===== config.mk =====
export PLATFORM = sky130hd
export DESIGN_NAME = ext_op_exec
export DESIGN_NICKNAME = d
export VERILOG_FILES = /design/src/verilog/sub_flags.v /design/src/verilog/ext_op_exec.v
export VERILOG_INCLUDE_DIRS = /design/src /design/src/inc
export SDC_FILE = /design/constraint.sdc
export NUM_CORES = 1
export LEC_CHECK = 0
export ABC_AREA = 1
export BUFFER_PORTS_ARGS = -buffer_cell sky130_fd_sc_hd__buf_2
export CAP_MARGIN = 20
export CORE_AREA = 2 2 84 86
export DETAILED_ROUTE_END_ITERATION = 8
export DIE_AREA = 0 0 86 88
export GPL_ROUTABILITY_DRIVEN = 0
export GPL_TIMING_DRIVEN = 1
export PLACE_DENSITY = 0.81
export RECOVER_POWER = 100
export SYNTH_ARGS = -nofsm -noshare
export SYNTH_HDL_FRONTEND = slang
export SYNTH_SLANG_ARGS = --single-unit

===== constraint.sdc =====
create_clock -name clk_in -period 1.95 [get_ports clk_in]
set_input_delay 0.39 -clock clk_in [delete_from_list [all_inputs] [get_ports clk_in]]
set_output_delay 0.39 -clock clk_in [all_outputs]
set_load 0.1 [all_outputs]

===== src/inc/ext_op_consts.vh =====
`ifndef EXT_OP_CONSTS_VH
`define EXT_OP_CONSTS_VH
`define OP_SKIP_NZ 4'h0
`define OP_SUB_ACC 4'h1
`define OP_SUB_MEM 4'h2
`define OP_SWAP 4'h3
`define OP_SWAP_ACC 4'h4
`define OP_SKIP_Z 4'h5
`define OP_SKIP_Z_MOVE 4'h6
`define OP_SKIP_BIT_Z 4'h7
`define OP_TABLE_READ 4'h8
`define OP_XOR_ACC 4'h9
`define OP_XOR_MEM 4'hA
`define FLAG_C 0
`define FLAG_HC 1
`define FLAG_Z 2
`define FLAG_OV 3
`define FLAG_SC 4
`define FLAG_CZ 5
`define SKIP_CYCLES 2'h3
`define PLAIN_CYCLES 2'h1
`endif


===== src/verilog/sub_flags.v =====
`include "ext_op_consts.vh"
module sub_flags (
  input wire [7:0] acc_in,
  input wire [7:0] mem_in,
  input wire cz_old_in,
  output wire [7:0] diff_out,
  output wire [5:0] flags_out
);
  wire [8:0] wide;
  wire [4:0] low;
  wire [8:0] sgn;
  wire zero;
  assign wide = {1'h0, acc_in} + {1'h0, ~mem_in} + 9'h001;
  assign low = {1'h0, acc_in[3:0]} + {1'h0, ~mem_in[3:0]} + 5'h01;
  assign sgn = {acc_in[7], acc_in} - {mem_in[7], mem_in};
  assign diff_out = wide[7:0];
  assign zero = (wide[7:0] == 8'h00);
  assign flags_out[`FLAG_C] = wide[8];
  assign flags_out[`FLAG_HC] = low[4];
  assign flags_out[`FLAG_Z] = zero;
  assign flags_out[`FLAG_OV] = (acc_in[7] ^ mem_in[7]) &
    (acc_in[7] ^ wide[7]);
  assign flags_out[`FLAG_SC] = sgn[8];
  assign flags_out[`FLAG_CZ] = zero & cz_old_in;
endmodule


===== src/verilog/ext_op_exec.v =====
`include "ext_op_consts.vh"
module ext_op_exec (
  input wire clk_in,
  input wire nrst_in,
  input wire start_in,
  input wire [3:0] op_in,
  input wire [2:0] bit_sel_in,
  input wire [7:0] mem_rd_in,
  input wire [7:0] acc_in,
  input wire [5:0] flags_in,
  input wire [15:0] prog_word_in,
  input wire [7:0] table_pointer_high_in,
  input wire [7:0] table_pointer_low_in,
  output reg [7:0] acc_out,
  output reg acc_we_out,
  output reg [7:0] mem_wr_out,
  output reg mem_we_out,
  output reg [5:0] flags_out,
  output reg flags_we_out,
  output reg [7:0] table_high_result_out,
  output reg table_high_we_out,
  output reg [15:0] prog_addr_out,
  output reg skip_out,
  output reg busy_out,
  output reg done_out
);
  ////////////////////////////////////////////////////////////////////
  // skip sequence states
  localparam [1:0] ST_IDLE = 2'h0;
  localparam [1:0] ST_SKIP = 2'h1;
  reg rst_a_q;
  reg rst_q;
  reg [1:0] state_q;
  reg [1:0] state_d;
  reg [1:0] cnt_q;
  reg [1:0] cnt_d;
  reg [7:0] acc_d;
  reg [7:0] mem_d;
  reg [5:0] flg_d;
  reg acc_we_d;
  reg mem_we_d;
  reg flg_we_d;
  reg th_we_d;
  reg skip_d;
  reg take_d;
  reg busy_d;
  reg done_d;
  wire [7:0] diff;
  wire [5:0] sflags;
  wire [7:0] x;
  wire [7:0] swapped;
  ////////////////////////////////////////////////////////////////////
  // helpers
  function [7:0] nibble_swap;
    input [7:0] value;
    nibble_swap = {value[3:0], value[7:4]};
  endfunction
  function is_zero;
    input [7:0] value;
    is_zero = (value == 8'h00);
  endfunction
  ////////////////////////////////////////////////////////////////////
  // reset release
  always @(posedge clk_in or negedge nrst_in) begin
    if (!nrst_in) begin
      rst_a_q <= 1'h0;
      rst_q <= 1'h0;
    end else begin
      rst_a_q <= 1'h1;
      rst_q <= rst_a_q;
    end
  end
  ////////////////////////////////////////////////////////////////////
  // subtract, xor and nibble swap datapath
  sub_flags u_sub (
    .acc_in(acc_in),
    .mem_in(mem_rd_in),
    .cz_old_in(flags_in[`FLAG_CZ]),
    .diff_out(diff),
    .flags_out(sflags)
  );
  assign x = acc_in ^ mem_rd_in;
  assign swapped = nibble_swap(mem_rd_in);
  ////////////////////////////////////////////////////////////////////
  // decode
  always @* begin
    acc_d = acc_in;
    mem_d = mem_rd_in;
    flg_d = flags_in;
    acc_we_d = 1'h0;
    mem_we_d = 1'h0;
    flg_we_d = 1'h0;
    th_we_d = 1'h0;
    skip_d = 1'h0;
    case (op_in)
      `OP_SKIP_NZ: begin
        mem_we_d = 1'h1;
        skip_d = ~is_zero(mem_rd_in);
      end
      `OP_SUB_ACC: begin
        acc_d = diff;
        acc_we_d = 1'h1;
        flg_d = sflags;
        flg_we_d = 1'h1;
      end
      `OP_SUB_MEM: begin
        mem_d = diff;
        mem_we_d = 1'h1;
        flg_d = sflags;
        flg_we_d = 1'h1;
      end
      `OP_SWAP: begin
        mem_d = swapped;
        mem_we_d = 1'h1;
      end
      `OP_SWAP_ACC: begin
        acc_d = swapped;
        acc_we_d = 1'h1;
      end
      `OP_SKIP_Z: begin
        mem_we_d = 1'h1;
        skip_d = is_zero(mem_rd_in);
      end
      `OP_SKIP_Z_MOVE: begin
        acc_d = mem_rd_in;
        acc_we_d = 1'h1;
        skip_d = is_zero(mem_rd_in);
      end
      `OP_SKIP_BIT_Z: begin
        skip_d = ~mem_rd_in[bit_sel_in];
      end
      `OP_TABLE_READ: begin
        mem_d = prog_word_in[7:0];
        mem_we_d = 1'h1;
        th_we_d = 1'h1;
      end
      `OP_XOR_ACC: begin
        acc_d = x;
        acc_we_d = 1'h1;
        flg_d[`FLAG_Z] = is_zero(x);
        flg_we_d = 1'h1;
      end
      `OP_XOR_MEM: begin
        mem_d = x;
        mem_we_d = 1'h1;
        flg_d[`FLAG_Z] = is_zero(x);
        flg_we_d = 1'h1;
      end
      default: begin
        skip_d = 1'h0;
      end
    endcase
  end
  ////////////////////////////////////////////////////////////////////
  // skip sequence and dummy slot count
  always @* begin
    state_d = state_q;
    cnt_d = cnt_q;
    take_d = 1'h0;
    busy_d = 1'h0;
    done_d = 1'h0;
    case (state_q)
      ST_IDLE: begin
        if (start_in) begin
          take_d = 1'h1;
          if (skip_d) begin
            state_d = ST_SKIP;
            cnt_d = `SKIP_CYCLES - 2'h1;
            busy_d = 1'h1;
          end else begin
            cnt_d = 2'h0;
            done_d = 1'h1;
          end
        end
      end
      ST_SKIP: begin
        busy_d = 1'h1;
        cnt_d = cnt_q - 2'h1;
        if (cnt_q == 2'h1) begin
          state_d = ST_IDLE;
          busy_d = 1'h0;
          done_d = 1'h1;
        end
      end
      default: begin
        state_d = ST_IDLE;
        cnt_d = 2'h0;
      end
    endcase
  end
  always @(posedge clk_in or negedge rst_q) begin
    if (!rst_q) begin
      state_q <= ST_IDLE;
      cnt_q <= 2'h0;
      busy_out <= 1'h0;
      done_out <= 1'h0;
    end else begin
      state_q <= state_d;
      cnt_q <= cnt_d;
      busy_out <= busy_d;
      done_out <= done_d;
    end
  end
  ////////////////////////////////////////////////////////////////////
  // results
  always @(posedge clk_in or negedge rst_q) begin
    if (!rst_q) begin
      acc_out <= 8'h00;
      acc_we_out <= 1'h0;
      mem_wr_out <= 8'h00;
      mem_we_out <= 1'h0;
      flags_out <= 6'h00;
      flags_we_out <= 1'h0;
      table_high_we_out <= 1'h0;
      skip_out <= 1'h0;
    end else begin
      acc_we_out <= 1'h0;
      mem_we_out <= 1'h0;
      flags_we_out <= 1'h0;
      table_high_we_out <= 1'h0;
      if (take_d) begin
        acc_out <= acc_d;
        acc_we_out <= acc_we_d;
        mem_wr_out <= mem_d;
        mem_we_out <= mem_we_d;
        flags_out <= flg_d;
        flags_we_out <= flg_we_d;
        table_high_we_out <= th_we_d;
        skip_out <= skip_d;
      end
    end
  end
  always @(posedge clk_in or negedge rst_q) begin
    if (!rst_q) begin
      table_high_result_out <= 8'h00;
    end else if (take_d && th_we_d) begin
      table_high_result_out <= prog_word_in[15:8];
    end
  end
  ////////////////////////////////////////////////////////////////////
  // table pointer to program address
  always @(posedge clk_in or negedge rst_q) begin
    if (!rst_q) begin
      prog_addr_out <= 16'h0000;
    end else begin
      prog_addr_out <= {table_pointer_high_in, table_pointer_low_in};
    end
  end
endmodule


---- After elaboration in Yosys (flattened, before gate mapping) ----
Index checks and enable logic that the tools add are counted.
storage, ports and cells
  bits in registers ....................... 59
  latch bits .............................. 0
  memory bits (writable) .................. 0
  bits in read-only memories .............. 0
  output and inout port bits .............. 53
  memories kept ........................... 0
operators by class
  add/sub/neg operators ................... 6
  multipliers ............................. 0
  divide/modulo/power cells ............... 0
  order comparisons ....................... 1
  eq/ne operators ......................... 15
  shift-type cells ........................ 0
  muxes and demuxes ....................... 33
  bitwise gates (word level) .............. 9
  reductions and logical operators ........ 13
operators with widths
  kind                                                 count
  one-hot mux 8 bit (4 select lines)                   2
  logical NOT 8 bit                                    3
  2-to-1 mux 1 bit                                     17
  == test 4 x 3 -> 1 bit (second input constant)       4
  == test 4 bit (second input constant)                3
  2-to-1 mux 2 bit                                     6
  adder 8 x 8 -> 9 bit                                 1
  adder 9 x 1 -> 9 bit (second input constant)         1
  subtractor 8 x 8 -> 9 bit                            1
  == test 4 x 2 -> 1 bit (second input constant)       2
  NOT 8 bit                                            1
  one-hot mux 2 bit (2 select lines)                   2
  OR reduction 4 bit                                   2
  XOR 8 bit                                            1
  inequality test 2 bit (second input constant)        3
  one-hot mux 1 bit (2 select lines)                   3
  OR reduction 2 bit                                   3
  OR reduction 6 bit                                   1
  adder 4 x 4 -> 5 bit                                 1
  adder 5 x 1 -> 5 bit (second input constant)         1
  == test 2 x 1 -> 1 bit (second input constant)       2
  == test 4 x 1 -> 1 bit (second input constant)       1
  logical NOT 4 bit                                    1
  < comparator 3 x 4 -> 1 bit (second input constant)  1
  other kinds (11)                                     14

---- Logic depth before layout (Yosys ltp) ----
  depth in word-level cells ............... 7
  mapped depth ............................ 15
  mapped depth without buffers ............ 15

---- Hierarchy ----
A second synthesis with hierarchy kept.
second synthesis, totals
  cell total of the unflattened synthesis .. 476
  area, all modules ....................... 3488.3 um2
by module, submodules not included
  module       times used  cells an instance  area each (um2)  seq. area each (um2)
  ext_op_exec  1           376                2917.8           1451.4
  sub_flags    1           100                570.5            0.0

---- Worst setup path after synthesis ----
No wires, ideal clock.
  path kind ............................... input port to flip-flop
  from .................................... input port acc_in[0]
  to ...................................... register flags_out[2]
  library setup time ...................... 78 ps
  data arrival time ....................... 1836 ps
  data required time ...................... 1872 ps
  slack ................................... 37 ps
  stages .................................. 10
  cells stage by stage .................... inv_1 ha_1 inv_1 fa_1 or2_2 nor2_1 nand3_1 nor2_1 nand3_1 a21oi_1
between the ends
  cells in the longest elaborated chain, start to end .. 4
  elaborated cells on any way between the ends .. 6
ends and longest elaborated chain
  item                                  line               text
  start: declaration                    ext_op_exec.v:9    input wire [7:0] acc_in,
  adder 8 x 8 -> 9 bit                  sub_flags.v:13     assign wide = {1'h0, acc_in} + {1'h0, ~mem_in} + 9'h001;
  adder 9 x 1 -> 9 bit                  sub_flags.v:13
  logical NOT 8 bit                     sub_flags.v:17     assign zero = (wide[7:0] == 8'h00);
  one-hot mux 1 bit (2 select lines) *  ext_op_exec.v:95   case (op_in)
  end signal: assignment                ext_op_exec.v:226  flags_out <= flg_d;
  end: declaration                      ext_op_exec.v:18   output reg [5:0] flags_out,
Mark *: on every way between the ends. The rest lies on a longest branch, timed or not.
A chain may end at the register's enable or synchronous reset.

---- Worst setup path in the final report ----
Ends and elaborated chain as after synthesis.

==> metrics.md <==
| Metric | Value |
|---|---|
| Simple-Gate Fraction of Synth Area | 30.4% |
| Flop pwr share | 26.6% |
| Area share of the largest cell type after synthesis | roughly 45% |
| Fmax | between 0.5 and 0.6 GHz |
| Tightest Pin Transition | about 1100 ps |
| Hold Vio Cnt, Final | 0 |
| Diode count | 0 |
| #FFs+latches synth | 58 |
| Relative slew slack | 25.7% |
| XOR/XNOR share of the synthesized area | 0.270% |
| Crit path largest cell delay | 450 ps |
| Total Routing Usage GR | 26.5% |
| Row count | 30 |
| Vias per inst | 5.34 |
| Pin count of the biggest net entering global routing | 32 |
| Clock tree buffer depth | 2 |
| IO buf count | 116 |
| Die Ht | between 80 and 90 um |
| DRC viols | 0 |
| Post-CTS setup buffer count | 0 |
| Die Span X | 86 um |
| Main combinational cell family by area after synthesis | simple AND/OR/NAND/NOR gates |
| Antenna Nets Post-Route | 0 |
| Async set-reset flop share out of synthesis | 100% |
| Starting Density | between 40% and 50% |
| First-pass GRT wire length | roughly 16000 um |
| Syn nets | roughly 510 |
| Peak supply drop | 584 uV |
| Drt wl/cell | 14.3 um |
| Final period util | 94.5% |
| Logic pwr share | 54.5% |
| Mux contribution to synthesized area | 0% |
| Cell count after synthesis | 431 |
| Post-synth top cells | nand2_1, dfrtp_1, inv_1 |
| Critical path arrival | 2100 ps |
| Grt ovf | 0 |
| Initial antenna violation count | 0 |
| CP Capture Type | register |
| DRT Pass-1 Iters | 5 |
| Count leader, synth | nand2_1 |
| Post-synth top flop | dfrtp_1 |
| Complex-gate fraction of the synthesized area | about 13% |
| Core footprint | 6640 um2 |
| Layout net count | about 660 |
| Total clock sinks | 58 |
| Power Dens Cells | 1480 nW/um2 |
| Synth Cell Area | 3250 um2 |
| Slowest-stage cell, CP | fa_1 |
| Pre-CTS setup slack | -207 ps |
| Yosys top cell by area | dfrtp_1 |
| Inst Count DP | 650 |
| CTS tree | yes |
| WHS Endpoint | prog_addr_out[5] |
| Post-synth EDFFs | 0 |
| CP startpoint kind | input pin |
| Status | finished clean |
| R2R setup slack | 240 ps |
| Maxcap violations | 0 |
| HP Start | table_pointer_low_in[5] |
| Final min period | 1840 ps |
| Crit Path Category | in -> reg |
| Critical R2R Launch | state_q[0] |
| Die area | roughly 7600 um2 |
| Number of setup violations in the final report | 0 |
| 1st-iter DRT viols | 260 |
| Mean Syn Cell Area | ~7.5 um2 |
| H-tree depth | 3 |
| Worst Hold Class | in -> reg |
| Yosys cell types | 35 |
| CTS root buf | clkbuf_8 |
| I/O pin cnt | between 100 and 150 |
| Max Fanout on Critical Path | 2 |
| CP cell instances | buf_2 -> inv_1 -> ha_1 -> inv_1 -> fa_1 -> or2_2 -> nor2_1 -> nand3_1 -> nor2_2 -> nand3_1 -> a21oi_1 |
| Reg2reg end | table_high_result_out[1] |
| Post-Route WL | 9520 um |
| Sequential-to-total area share from yosys stat | 44.7% |
| Post-synthesis adder-cell area fraction | 4.47% |
| FF-to-FF path depth | 7 |
| Switch Pwr | around 3.7 mW |
| Clock Pin Slew Worst Setup and Hold Paths | 70 ps |
| Synth top area cells | dfrtp_1, nand2_1, inv_1 |
| Layout cells sized above 1 | 30.3% |
| Vias in the first global route | 3363 |
| Worst EP required | 2210 ps |
| Clk_skew | a little under 9 ps |
| Lkg Pwr | 2.41 nW |
| Setup ws final | 108 ps |
| Synth warn | 0 |
| Slew Viols, Final | 0 |
| WHS Path Cells | 1 |
| Clk network pwr share | between 10% and 20% |
| RSZ-0062 raised after global routing | no |
| Skew-Pair Late Insertion Delay | 330 ps |
| Num CTS Buffers | 9 |
| Pint | 2.81 mW |
| FILL cells | 571 |
| DR vias | 3564 |
| Layout Cells excl Fill | 667 |
| Switching Fraction | between 50% and 60% |
| P&R area growth vs syn | 34.2% |
| Dpl hpwl | 7580 um |
[how the worst max path moves through the flow]
stage / startpoint / to / cells past startpoint
floorplan: acc_in[0] / flags_out[2] / 10
global placement: acc_in[0] / flags_out[5] / 13
detailed placement: acc_in[0] / flags_out[2] / 11
CTS: acc_in[0] / flags_out[2] / 11
global route: acc_in[0] / flags_out[2] / 11
finish: acc_in[0] / flags_out[2] / 11
[logic make-up after synthesis]
kind of cell               Yosys count
AOI/OAI and AO/OA                   73
and+or+nand+nor                    225
DFF                                 58
xor gates and xnor gates             1
other                                1
buffers and inverters               62
adders and majority gates           11
[worst max-delay path: cells and delay by family]
kind / cells / cell delay [ps]
and+or+nand+nor: 5 / 760
buffers and inverters: 3 / 220
AOI/OAI and AO/OA: 1 / 150
adders and majority gates: 2 / 590
[cell type report]
type | count | area [um2] | area share, %
clock buffer | 9 | 124 | 2.84
clock inverter | 7 | 101 | 2.32
inverter | 56 | 213 | 4.88
multi-input combinational | 311 | 1560 | 35.8
sequential | 58 | 1450 | 33.3
tap | 80 | 100 | 2.30
timing repair buffer | 146 | 808 | 18.5
[through the flow]
step / util, % / area, um2 / TNS, ps / hold slack, ps / total power [mW]
after global placement: 62.3 / 4140 / -305 / 175 / 5.22
after global routing: 65.6 / 4360 / 0 / 137 / 6.75
after floorplan: - / 3250 / 0 / 94.4 / 4.57
final: 65.6 / 4360 / 0 / 157 / 6.47
after CTS: 65.8 / 4370 / 0 / 138 / 6.50
after detailed placement: 62.3 / 4140 / -586 / 176 / 5.27
[state kept, by name (all words and copies together), names as in the netlist]
name and flops:
flags_we_out 1, table_high_we_out 1, busy_out 1, skip_out 1
prog_addr_out 16, table_high_result_out 8, rst_a_q 1, mem_wr_out 8
rst_q 1, mem_we_out 1, done_out 1, acc_we_out 1
acc_out 8, flags_out 6, cnt_q 2, state_q 1
[per-layer routing]
metal  up-vias  GRT usage, %  share of wire [%]
li1       1697             -                  -
met1      1631          31.3                 39
met2       212          46.0                 49
met3        24          7.07                 10
met4         0          10.2                2.3
met5         -             0                  0
[layout by cell type, fill, tap and decap left out, types with 2 or more instances in the layout]
cell type     n
nand3_1      23
o21ai_0      26
buf_4        23
a21oi_1      22
dfrtp_1      58
or2_2         2
nor2_4        5
inv_1        52
clkbuf_1      4
ha_1         10
nor2_2        2
nand4_1       3
nand2_2       3
clkbuf_2     54
clkbuf_4      2
buf_2        61
o211ai_1      5
bufinv_16     2
o22ai_1       9
nand2_1     142
clkinv_4      2
clkbuf_8      9
a31oi_1       5
clkinvlp_4    2
inv_2         3
nor3_1        8
nor2_1       33
[timing repair]
item                                   4_1_cts  5_1_grt
endpoints found under the hold margin        2        0
setup endpoints to repair                    0        1
gates resized for setup                      0        1
hold buffers                                 1        0
[power groups by stage]
stage	Clock, mW	Combinational, mW	Sequential, mW
global placement	0	3.50	1.72
CTS	1.24	3.55	1.71
floorplan	0	0.623	3.94
global route	1.29	3.70	1.76
finish	1.22	3.53	1.72
detailed placement	0	3.54	1.73
Note: power is estimated with default switching activity, not from simulation.
